## config.mk

```make
export PLATFORM = sky130hd
export DESIGN_NAME = vfp_stages
export DESIGN_NICKNAME = d
export VERILOG_FILES = /design/src/core/vfp_pkg.sv /design/src/core/vfp_stages.sv
export SDC_FILE = /design/constraint.sdc
export NUM_CORES = 2
export LEC_CHECK = 0
export ABC_AREA = 1
export BUFFER_PORTS_ARGS = -buffer_cell sky130_fd_sc_hd__buf_4
export CAP_MARGIN = 20
export CORE_MARGIN = 4
export CORE_UTILIZATION = 60
export DETAILED_ROUTE_END_ITERATION = 12
export GPL_TIMING_DRIVEN = 0
export PLACE_DENSITY_LB_ADDON = 0.2
export SLEW_MARGIN = 20
export SYNTH_ARGS = -nofsm -noshare
export SYNTH_HDL_FRONTEND = slang
export SYNTH_SLANG_ARGS = --single-unit
```

## constraint.sdc

```tcl
create_clock -name pclk -period 20.6 [get_ports pclk]
set_input_delay 4.12 -clock pclk [delete_from_list [all_inputs] [get_ports pclk]]
set_output_delay 4.12 -clock pclk [all_outputs]
set_load 0.005 [all_outputs]
```

## src/core/vfp_pkg.sv

```systemverilog
// vfp_pkg: constants, types and register map of the protection stages
// assumes a 200 MHz pclk and a 32-bit apb register bus
package vfp_pkg;
  // ----------------------------------------------------------------
  // stages and timing
  // ----------------------------------------------------------------
  localparam int NST = 7; // 0..2 undervoltage, 3..4 residual, 5..6 freq
  localparam int CLK_NS = 5;
  localparam int TICK_US = 10000; // timer resolution 10 ms
  localparam int TICK_CYC = TICK_US * 1000 / CLK_NS;
  // ----------------------------------------------------------------
  // register offsets
  // ----------------------------------------------------------------
  localparam logic [7:0] A_CTRL = 8'h00;
  localparam logic [7:0] A_RATED = 8'h04;
  localparam logic [7:0] A_REFS = 8'h08;
  localparam logic [7:0] A_UVTH = 8'h0c;
  localparam logic [7:0] A_RESTH = 8'h10;
  localparam logic [7:0] A_FTH = 8'h14;
  localparam logic [7:0] A_TOP = 8'h18; // 7 words, one per stage
  localparam logic [7:0] A_HOLD = 8'h34;
  localparam logic [7:0] A_STAT = 8'h38;
  localparam logic [7:0] A_CNT = 8'h3c; // 7 words, one per stage
  // ----------------------------------------------------------------
  // fields and reset values
  // ----------------------------------------------------------------
  localparam int CTRL_MODE = 0; // [1:0]
  localparam int CTRL_FUNDER = 2; // [3:2] 1 = underfrequency
  localparam int CTRL_IBEN = 4; // [7:4] internal block enables
  localparam logic [31:0] RST_CTRL = 32'h0000_0001;
  localparam logic [31:0] RST_RATED = 32'h0000_2710;
  localparam logic [31:0] RST_REFS = 32'h0064_0064;
  localparam logic [31:0] RST_UVTH = 32'h0000_0000;
  localparam logic [31:0] RST_RESTH = 32'h0000_6464;
  localparam logic [31:0] RST_FTH = 32'hffff_ffff;
  localparam logic [15:0] RST_TOP = 16'h000a;
  localparam logic [31:0] RST_HOLD = 32'h0000_0000;
  localparam logic [31:0] PCT = 32'h0000_0064; // 100 percent
  // ----------------------------------------------------------------
  // types
  // ----------------------------------------------------------------
  typedef enum logic [1:0] {
    VM_PHASE,
    VM_LINE,
    VM_LINE_PLUS_RESIDUAL
  } vfp_mode_t;
  // measured values from the front end, same clock
  typedef struct packed {
    logic [15:0] u12;
    logic [15:0] u23;
    logic [15:0] u31;
    logic [15:0] res_calc; // from phase voltages
    logic [15:0] res_meas; // broken-delta input
    logic [15:0] f_phase;
    logic [15:0] f_line;
  } vfp_meas_t;
endpackage

```

## src/core/vfp_stages.sv

```systemverilog
// vfp_stages: definite-time voltage and frequency protection stages
// assumes measured values arrive from same-clock logic and the
// external block pin is asynchronous; registers sit on apb
//
// Functional notes
// - three undervoltage stages, own threshold and time, definite time
// - undervoltage starts when voltage falls below; trips after time
// - first undervoltage timer clears only after hold time without fault
// - fault returning within hold time resumes timing from kept value
// - external block pin inhibits undervoltage stages
// - selectable internal block signals inhibit undervoltage stages
// - all undervoltage blocked when all voltages below self-block level
// - measured value is max line voltage; thresholds in percent
// - hold time and hysteresis only on first undervoltage stage
// - each stage counts starts and trips, readable
// - two residual stages on fundamental residual voltage
// - residual starts above threshold, trips after time
// - phase mode uses computed residual, transformer secondary ref
// - line plus residual mode uses broken-delta, residual ref
// - line mode disables both residual stages
// - only lower residual stage has hold time
// - two frequency stages, each over or under
// - overfrequency starts above setting, trips after time
// - frequency source follows measurement mode
// - underfrequency starts below setting, trips after time
// - blocked stage shows no start, its timer freezes
`timescale 1ns/1ps
module vfp_stages #(
  parameter int TICK = vfp_pkg::TICK_CYC,
  parameter int TW = 16,
  parameter int CW = 16
) (
  input wire logic pclk,
  input wire logic presetn,
  input wire logic psel,
  input wire logic penable,
  input wire logic pwrite,
  input wire logic [7:0] paddr,
  input wire logic [31:0] pwdata,
  output logic [31:0] prdata,
  output logic pready,
  output logic pslverr,
  input wire vfp_pkg::vfp_meas_t meas,
  input wire logic ext_block_pin,
  input wire logic [3:0] int_block,
  output logic [vfp_pkg::NST-1:0] start,
  output logic [vfp_pkg::NST-1:0] trip
);
  localparam int N = vfp_pkg::NST;
  // refuse parameter values the timers and counter words cannot hold
  if (TICK < 2 || TW < 8 || TW > 16 || CW < 2 || CW > 16) begin : g_bad
    $error("vfp_stages: unsupported parameter values");
  end
  // ----------------------------------------------------------------
  // registers
  // ----------------------------------------------------------------
  logic [31:0] ctrl, rated, refs, uvth, resth, fth, hold;
  logic [15:0] top [N];
  logic [CW-1:0] scnt [N];
  logic [CW-1:0] tcnt [N];
  logic wr_en, rd_hit;
  logic [31:0] rd_val;
  assign wr_en = psel && penable && pready && pwrite;
  // read decode, unmapped addresses flag an error
  always_comb begin
    rd_val = 32'h0;
    rd_hit = 1'b1;
    if (paddr >= vfp_pkg::A_TOP && paddr < vfp_pkg::A_HOLD) begin
      rd_val = {16'h0, top[3'((paddr - vfp_pkg::A_TOP) >> 2)]};
    end else if (paddr >= vfp_pkg::A_CNT &&
        paddr < vfp_pkg::A_CNT + 8'(4 * N)) begin
      rd_val[CW-1:0] = scnt[3'((paddr - vfp_pkg::A_CNT) >> 2)];
      rd_val[16 +: CW] = tcnt[3'((paddr - vfp_pkg::A_CNT) >> 2)];
    end else begin
      unique case (paddr)
        vfp_pkg::A_CTRL: rd_val = ctrl;
        vfp_pkg::A_RATED: rd_val = rated;
        vfp_pkg::A_REFS: rd_val = refs;
        vfp_pkg::A_UVTH: rd_val = uvth;
        vfp_pkg::A_RESTH: rd_val = resth;
        vfp_pkg::A_FTH: rd_val = fth;
        vfp_pkg::A_HOLD: rd_val = hold;
        vfp_pkg::A_STAT: rd_val = {16'h0, 1'b0, trip, 1'b0, start};
        default: rd_hit = 1'b0;
      endcase
    end
    if (paddr[1:0] != 2'b00) begin
      rd_hit = 1'b0;
    end
  end
  // apb answer one cycle into the access phase
  always_ff @(posedge pclk or negedge presetn) begin
    if (!presetn) begin
      pready <= 1'b0;
      pslverr <= 1'b0;
      prdata <= 32'h0;
    end else begin
      pready <= psel && penable && !pready;
      pslverr <= psel && penable && !pready && !rd_hit;
      if (psel && penable && !pready) begin
        prdata <= (pwrite || !rd_hit) ? 32'h0 : rd_val; // refused: no data
      end
    end
  end
  // software-written settings
  always_ff @(posedge pclk or negedge presetn) begin
    if (!presetn) begin
      ctrl <= vfp_pkg::RST_CTRL;
      rated <= vfp_pkg::RST_RATED;
      refs <= vfp_pkg::RST_REFS;
      uvth <= vfp_pkg::RST_UVTH;
      resth <= vfp_pkg::RST_RESTH;
      fth <= vfp_pkg::RST_FTH;
      hold <= vfp_pkg::RST_HOLD;
      for (int i = 0; i < N; i++) begin
        top[i] <= vfp_pkg::RST_TOP;
      end
    end else if (wr_en && !pslverr && rd_hit) begin
      if (paddr >= vfp_pkg::A_TOP && paddr < vfp_pkg::A_HOLD) begin
        top[3'((paddr - vfp_pkg::A_TOP) >> 2)] <= pwdata[15:0];
      end
      unique case (paddr)
        vfp_pkg::A_CTRL: ctrl <= {24'h0, pwdata[7:0]};
        vfp_pkg::A_RATED: rated <= {16'h0, pwdata[15:0]};
        vfp_pkg::A_REFS: refs <= pwdata;
        vfp_pkg::A_UVTH: uvth <= pwdata;
        vfp_pkg::A_RESTH: resth <= {8'h0, pwdata[23:0]};
        vfp_pkg::A_FTH: fth <= pwdata;
        vfp_pkg::A_HOLD: hold <= pwdata;
        default: ;
      endcase
    end
  end
  // ----------------------------------------------------------------
  // inputs and time base
  // ----------------------------------------------------------------
  logic blk_s1, blk_s2;
  // the block pin is asynchronous: two flops before use
  always_ff @(posedge pclk or negedge presetn) begin
    if (!presetn) begin
      blk_s1 <= 1'b0;
      blk_s2 <= 1'b0;
    end else begin
      blk_s1 <= ext_block_pin;
      blk_s2 <= blk_s1;
    end
  end
  logic [$clog2(TICK)-1:0] div;
  logic tick;
  // one-cycle timer enable every TICK cycles
  always_ff @(posedge pclk or negedge presetn) begin
    if (!presetn) begin
      div <= '0;
      tick <= 1'b0;
    end else begin
      tick <= (div == '0);
      div <= (div == '0) ? ($clog2(TICK))'(TICK - 1) : div - 1'b1;
    end
  end
  // ----------------------------------------------------------------
  // comparisons
  // ----------------------------------------------------------------
  vfp_pkg::vfp_mode_t mode;
  logic [15:0] umax, res, rref, fval;
  logic [31:0] un, uv_lhs, res_lhs;
  logic self_blk, uv_blk, res_off;
  logic [N-1:0] fault, blk;
  assign mode = vfp_pkg::vfp_mode_t'(ctrl[vfp_pkg::CTRL_MODE +: 2]);
  assign un = rated;
  // largest line voltage is the undervoltage measure
  always_comb begin
    umax = meas.u12;
    if (meas.u23 > umax) begin
      umax = meas.u23;
    end
    if (meas.u31 > umax) begin
      umax = meas.u31;
    end
  end
  assign uv_lhs = {16'h0, umax} * vfp_pkg::PCT;
  // self block when even the largest voltage is below the level
  assign self_blk = uv_lhs < uvth[31:24] * un;
  assign uv_blk = blk_s2 || self_blk ||
    (|(int_block & ctrl[vfp_pkg::CTRL_IBEN +: 4]));
  // residual source and scaling follow the measurement mode
  always_comb begin
    res = meas.res_calc;
    rref = refs[15:0];
    fval = meas.f_phase;
    if (mode != vfp_pkg::VM_PHASE) begin
      res = meas.res_meas;
      rref = refs[31:16];
      fval = meas.f_line;
    end
  end
  assign res_off = (mode == vfp_pkg::VM_LINE);
  assign res_lhs = {16'h0, res} * vfp_pkg::PCT;
  // fault conditions per stage
  always_comb begin
    for (int i = 0; i < 3; i++) begin
      fault[i] = uv_lhs < uvth[8*i +: 8] * un;
      blk[i] = uv_blk;
    end
    // deadband widens the release level of the first stage
    if (start[0]) begin
      fault[0] = uv_lhs < (uvth[7:0] + resth[23:16]) * un;
    end
    for (int i = 0; i < 2; i++) begin
      fault[3+i] = res_lhs > resth[8*i +: 8] * rref;
      blk[3+i] = res_off;
      fault[5+i] = ctrl[vfp_pkg::CTRL_FUNDER+i] ?
        (fval < fth[16*i +: 16]) : (fval > fth[16*i +: 16]);
      blk[5+i] = 1'b0;
    end
  end
  // ----------------------------------------------------------------
  // stage timers, outputs and counters
  // ----------------------------------------------------------------
  logic [TW-1:0] el [N];
  logic [15:0] mem [N];
  for (genvar g = 0; g < N; g++) begin : g_st
    localparam bit HASH = (g == 0) || (g == 3);
    logic [15:0] ht;
    logic clr;
    assign ht = (g == 0) ? hold[15:0] : hold[31:16];
    // without hold time the timer clears at once on release
    assign clr = !HASH || (mem[g] >= ht);
    // elapsed time: frozen while blocked, kept while released within hold time
    always_ff @(posedge pclk or negedge presetn) begin
      if (!presetn) begin
        el[g] <= '0;
        mem[g] <= 16'h0;
      end else if (blk[g]) begin
        mem[g] <= mem[g];
      end else if (fault[g]) begin
        mem[g] <= 16'h0;
        if (tick && el[g] < top[g][TW-1:0]) begin
          el[g] <= el[g] + 1'b1;
        end
      end else if (clr) begin
        el[g] <= '0;
        mem[g] <= 16'h0;
      end else if (tick) begin
        mem[g] <= mem[g] + 16'h1;
      end
    end
    // start and trip are levels that follow the condition
    always_ff @(posedge pclk or negedge presetn) begin
      if (!presetn) begin
        start[g] <= 1'b0;
        trip[g] <= 1'b0;
      end else begin
        start[g] <= fault[g] && !blk[g];
        trip[g] <= fault[g] && !blk[g] && el[g] >= top[g][TW-1:0];
      end
    end
    // counters step on the rising edge of start and trip
    always_ff @(posedge pclk or negedge presetn) begin
      if (!presetn) begin
        scnt[g] <= '0;
        tcnt[g] <= '0;
      end else begin
        if (fault[g] && !blk[g] && !start[g]) begin
          scnt[g] <= scnt[g] + 1'b1;
        end
        if (fault[g] && !blk[g] && el[g] >= top[g][TW-1:0] && !trip[g])
        begin
          tcnt[g] <= tcnt[g] + 1'b1;
        end
      end
    end
  end
  // ----------------------------------------------------------------
  // assertions
  // ----------------------------------------------------------------
  property p_uv_blocked;
    @(posedge pclk) disable iff (!presetn)
    uv_blk |=> start[2:0] == 3'b000 && trip[2:0] == 3'b000;
  endproperty
  a_uv_blocked: assert property (p_uv_blocked)
    else $error("undervoltage active while blocked");
  property p_self_blk;
    @(posedge pclk) disable iff (!presetn)
    self_blk |=> !start[0] && !start[1];
  endproperty
  a_self_blk: assert property (p_self_blk)
    else $error("self block ignored");
  property p_res_off;
    @(posedge pclk) disable iff (!presetn)
    mode == vfp_pkg::VM_LINE |=> start[4:3] == 2'b00;
  endproperty
  a_res_off: assert property (p_res_off)
    else $error("residual active in line mode");
  property p_uv_start;
    @(posedge pclk) disable iff (!presetn)
    fault[1] && !uv_blk |=> start[1];
  endproperty
  a_uv_start: assert property (p_uv_start)
    else $error("undervoltage start missing");
  property p_under_f;
    @(posedge pclk) disable iff (!presetn)
    ctrl[vfp_pkg::CTRL_FUNDER+1] && fval < fth[31:16] |=> start[6];
  endproperty
  a_under_f: assert property (p_under_f)
    else $error("underfrequency start missing");
  property p_trip_start;
    @(posedge pclk) disable iff (!presetn)
    $rose(trip[5]) |-> start[5] && el[5] >= top[5][TW-1:0];
  endproperty
  a_trip_start: assert property (p_trip_start)
    else $error("trip without start or time");
  property p_scnt;
    @(posedge pclk) disable iff (!presetn)
    $rose(start[0]) |-> scnt[0] == CW'($past(scnt[0]) + 1'b1);
  endproperty
  a_scnt: assert property (p_scnt)
    else $error("start counter did not step");
  property p_tcnt;
    @(posedge pclk) disable iff (!presetn)
    !$rose(trip[3]) |-> tcnt[3] == $past(tcnt[3]);
  endproperty
  a_tcnt: assert property (p_tcnt)
    else $error("trip counter stepped without trip edge");
  property p_no_hold;
    @(posedge pclk) disable iff (!presetn)
    !fault[2] && !uv_blk |=> el[2] == '0;
  endproperty
  a_no_hold: assert property (p_no_hold)
    else $error("timer kept on stage without hold");
  property p_freeze;
    @(posedge pclk) disable iff (!presetn)
    uv_blk ##1 uv_blk |-> el[0] == $past(el[0]);
  endproperty
  a_freeze: assert property (p_freeze)
    else $error("timer moved while blocked");
  property p_res_start;
    @(posedge pclk) disable iff (!presetn)
    fault[4] && !res_off |=> start[4];
  endproperty
  a_res_start: assert property (p_res_start)
    else $error("residual start missing");
  property p_over_f;
    @(posedge pclk) disable iff (!presetn)
    !ctrl[vfp_pkg::CTRL_FUNDER] && fval > fth[15:0] |=> start[5];
  endproperty
  a_over_f: assert property (p_over_f)
    else $error("overfrequency start missing");
  property p_level_drop;
    @(posedge pclk) disable iff (!presetn)
    !fault[1] |=> !start[1] && !trip[1];
  endproperty
  a_level_drop: assert property (p_level_drop)
    else $error("start or trip kept after fault cleared");
  property p_hold_keep;
    @(posedge pclk) disable iff (!presetn)
    !fault[0] && !uv_blk && mem[0] < hold[15:0] |=> el[0] == $past(el[0]);
  endproperty
  a_hold_keep: assert property (p_hold_keep)
    else $error("timer cleared inside hold time");
  property p_resume;
    @(posedge pclk) disable iff (!presetn)
    fault[0] && !uv_blk && tick && el[0] < top[0][TW-1:0] |=>
      el[0] == TW'($past(el[0]) + 1'b1);
  endproperty
  a_resume: assert property (p_resume)
    else $error("timer did not advance from kept value");
  property p_tick_pulse;
    @(posedge pclk) disable iff (!presetn)
    tick |=> !tick;
  endproperty
  a_tick_pulse: assert property (p_tick_pulse)
    else $error("timer enable longer than one cycle");
  property p_res_direct;
    @(posedge pclk) disable iff (!presetn)
    mode == vfp_pkg::VM_LINE_PLUS_RESIDUAL &&
      32'(meas.res_meas) * vfp_pkg::PCT > resth[7:0] * refs[31:16]
      |=> start[3];
  endproperty
  a_res_direct: assert property (p_res_direct)
    else $error("measured residual not used in line plus residual mode");
endmodule

```

==> impl_metrics.json <==
{
  "syn_area_um2": 76520,
  "rsz0062_at_grt": "no",
  "initial_utilization_pct": 60.62,
  "clkTransAtPathRegs_ps": 80,
  "leakage_nw": 43.93,
  "drtAntennaViolNets": 0,
  "cts_sinks": 728,
  "async_flop_share_pct": 100.0,
  "ys_seq_area_share_pct": 23.91,
  "finalCritPeriodShare_pct": 71.84,
  "die_area_um2": 133300,
  "grt_max_degree": 100,
  "post_dp_cell_area_um2": 80400,
  "first_iter_violations": 7097,
  "place_hpwl_um": 207300,
  "finalHoldViolCount": 0,
  "cpPeakStageDelay_ps": 850,
  "cts_max_level": 3,
  "cts_resized": 0,
  "syn_nets": 11400,
  "antenna_found_initial": 5,
  "wl_per_cell_um": 21.65,
  "status": "completed",
  "start_kind": "input port",
  "powerDensity_nw_per_um2": 68.69,
  "drcViolationCount": 0,
  "critPathSlowestCell": "xor2_1",
  "io_buffers": 202,
  "cts_setup_buffers": 0,
  "gp_congestion": 1.040,
  "clock-root-buffer": "clkbuf_16",
  "core_area_um2": 126200,
  "min_path_type": "flop to flop",
  "postCtsHoldBufs": 0,
  "fin_tns_setup_ps": 0,
  "final_cell_area_um2": 83260,
  "drive_gt1_share_pct": 5.582,
  "fmaxAchievable_ghz": 0.06757,
  "synthTopCellsByArea": "dfrtp_1, fa_1, ha_1, nand2_1, inv_1",
  "synthFlopType": "dfrtp_1",
  "rows": 130,
  "grt_pass1_wl_um": 393900,
  "layout_commonest_cell": "nand2_1",
  "ir_worst_vdd_mv": 0.1095,
  "clock_path_buffers": 3,
  "relSlewSlack_pct": 13.40,
  "overflow": 0,
  "boundaryPins": 210,
  "die_w_um": 365.1,
  "worstSetupPathType": "input port to flop",
  "end_kind": "flop",
  "cts_made_buffers": 81,
  "layout_common_cells": "nand2_1, inv_1, ha_1",
  "tritoncts": "built",
  "min_period_ps": 14800,
  "worstPathRequired_ps": 21140,
  "rr_worst_depth": 36,
  "synth-seq-cells": 728,
  "worst_slew_pin_slew_ps": 1299,
  "vias_per_cell": 5.889,
  "die_y_um": 365.1,
  "maxSlewViolCount": 0,
  "synth_largest_area_cell": "dfrtp_1",
  "wl_um": 256100,
  "synth_top_area_share_pct": 21.72,
  "yosysUniqueCellTypes": 71,
  "setup_viol": 0,
  "grt_use_total_pct": 38.37,
  "clock_latency_ps": 690,
  "cap_violations": 0,
  "whs_path_depth": 0,
  "syn_area_per_cell_um2": 7.797,
  "worstPathMaxFanout": 10,
  "yosys_warnings": 0,
  "arrival_ps": 15330,
  "drtPass1Iterations": 9,
  "clock_skew_ps": 66.19,
  "synthToLayoutAreaGrowth_pct": 8.815,
  "nets": 11700,
  "cp_common_cell": "ha_1",
  "synth_cells": 9814,
  "n_fill_cell": 10840,
  "grt_pass1_vias": 69710,
  "synth_edf_count": 0,
  "vias": 69660
}
## cells by family (layout without fill, tap and decap cells)
| logic type | Yosys count | after routing | synth area share [%] |
|---|---|---|---|
| other cells | 0 | 3 | 0 |
| simple gates | 3474 | 3474 | 19.00 |
| fa+ha+maj | 1425 | 1425 | 29.43 |
| buf+inv | 2178 | 2540 | 10.76 |
| xor+xnor | 437 | 437 | 5.012 |
| mux | 41 | 41 | 0.6018 |
| flops | 728 | 728 | 23.91 |
| compound gates | 1531 | 1531 | 11.29 |
## flip-flops by register name, summed over array words and instances (netlist names), 21 cells and up
signal and count:
prdata 32, hold 32, mem 32, scnt 112, refs 32, div 21, resth 24, fth 32
tcnt 112, uvth 32, el 112, top 112
## stage by stage
step,cells,worst slack (ps),utilization (%),hold WS (ps),total power (W)
2_1_floorplan,9814,8326,-,331.2,0.003182
3_3_place_gp,11670,4573,63.46,342.0,0.003973
3_5_place_dp,11680,5401,63.70,336.4,0.004108
4_1_cts,11830,6094,65.95,366.5,0.005679
5_1_grt,11830,5065,65.96,393.4,0.006089
6_report,11830,5801,65.96,365.9,0.005719
## critical path: cells and delay by family
family | cells | cell delay (ps)
XOR/XNOR | 2 | 1020
AO/OA/AOI/OAI | 9 | 2160
AND/OR/NAND/NOR | 19 | 3910
adder cells (fa/ha/maj) | 7 | 2400
buffers and inverters | 10 | 1710
## per-layer routing
layer  GRT usage (%)  part of all wire [%]  vias to the layer above
met5               0                0.0078                        -
met4           22.49                   7.0                        2
li1                -                     -                    31950
met3           7.888                   9.5                      762
met2           61.20                    45                     3249
met1           48.57                    38                    33690
## report_power, final
part,internal (W),switching (W)
registers,0.00149,0.0000714
logic,0.000840,0.00174
clock network,0.000913,0.000662
## final cells by class
type	instances	area (um^2)	area share [%]
multi-input cells	6908	50050	60.11
flip-flops and latches	728	18300	21.98
inverters	1802	6769	8.130
clock buffers	106	2241	2.691
well taps	1650	2064	2.480
repair buffers	213	1777	2.134
plain buffers	376	1463	1.757
clock inverters	43	593.1	0.7123
diodes	3	7.507	0.009016
## path summary, 6_finish.rpt
check	from	to	slack, ps
min	blk_s1$_DFF_PN0_	blk_s2$_DFF_PN0_	370
max	meas[107]	scnt[102]$_DFFE_PN0P_	5800
min reg2reg	blk_s1$_DFF_PN0_	blk_s2$_DFF_PN0_	370
max in group asynchronous	presetn	top[81]$_DFFE_PN1P_	15240
min in group asynchronous	presetn	div[13]$_DFF_PN0_	3350
max reg2reg	ctrl[1]$_DFFE_PN0P_	tcnt[59]$_DFFE_PN0P_	9340
## cell usage after synthesis (4+ instances only)
cell type,count
nand2_1,2104
inv_1,1778
ha_1,798
o21ai_0,691
dfrtp_1,664
fa_1,625
nor2_1,561
a21oi_1,416
nand3_1,340
clkbuf_1,319
xor2_1,314
nand4_1,176
nor3_1,154
xnor2_1,122
a31oi_1,75
o22ai_1,75
dfstp_2,64
o211ai_1,59
nor4_1,56
mux2_2,40
o221ai_1,39
a211oi_1,29
buf_2,26
buf_1,25
o21ai_1,24
a221oi_1,19
o31ai_1,19
or2_2,18
clkinv_1,16
nand3b_1,15
o21a_1,15
o21bai_1,14
a21o_1,12
a2111oi_0,8
nand2_2,8
nor3b_1,8
o221a_2,8
nor2_2,7
and3_1,6
inv_2,6
o2111ai_1,5
a21oi_2,4
and2_1,4
buf_4,4
No activity file was read; power rests on OpenSTA's default activity.
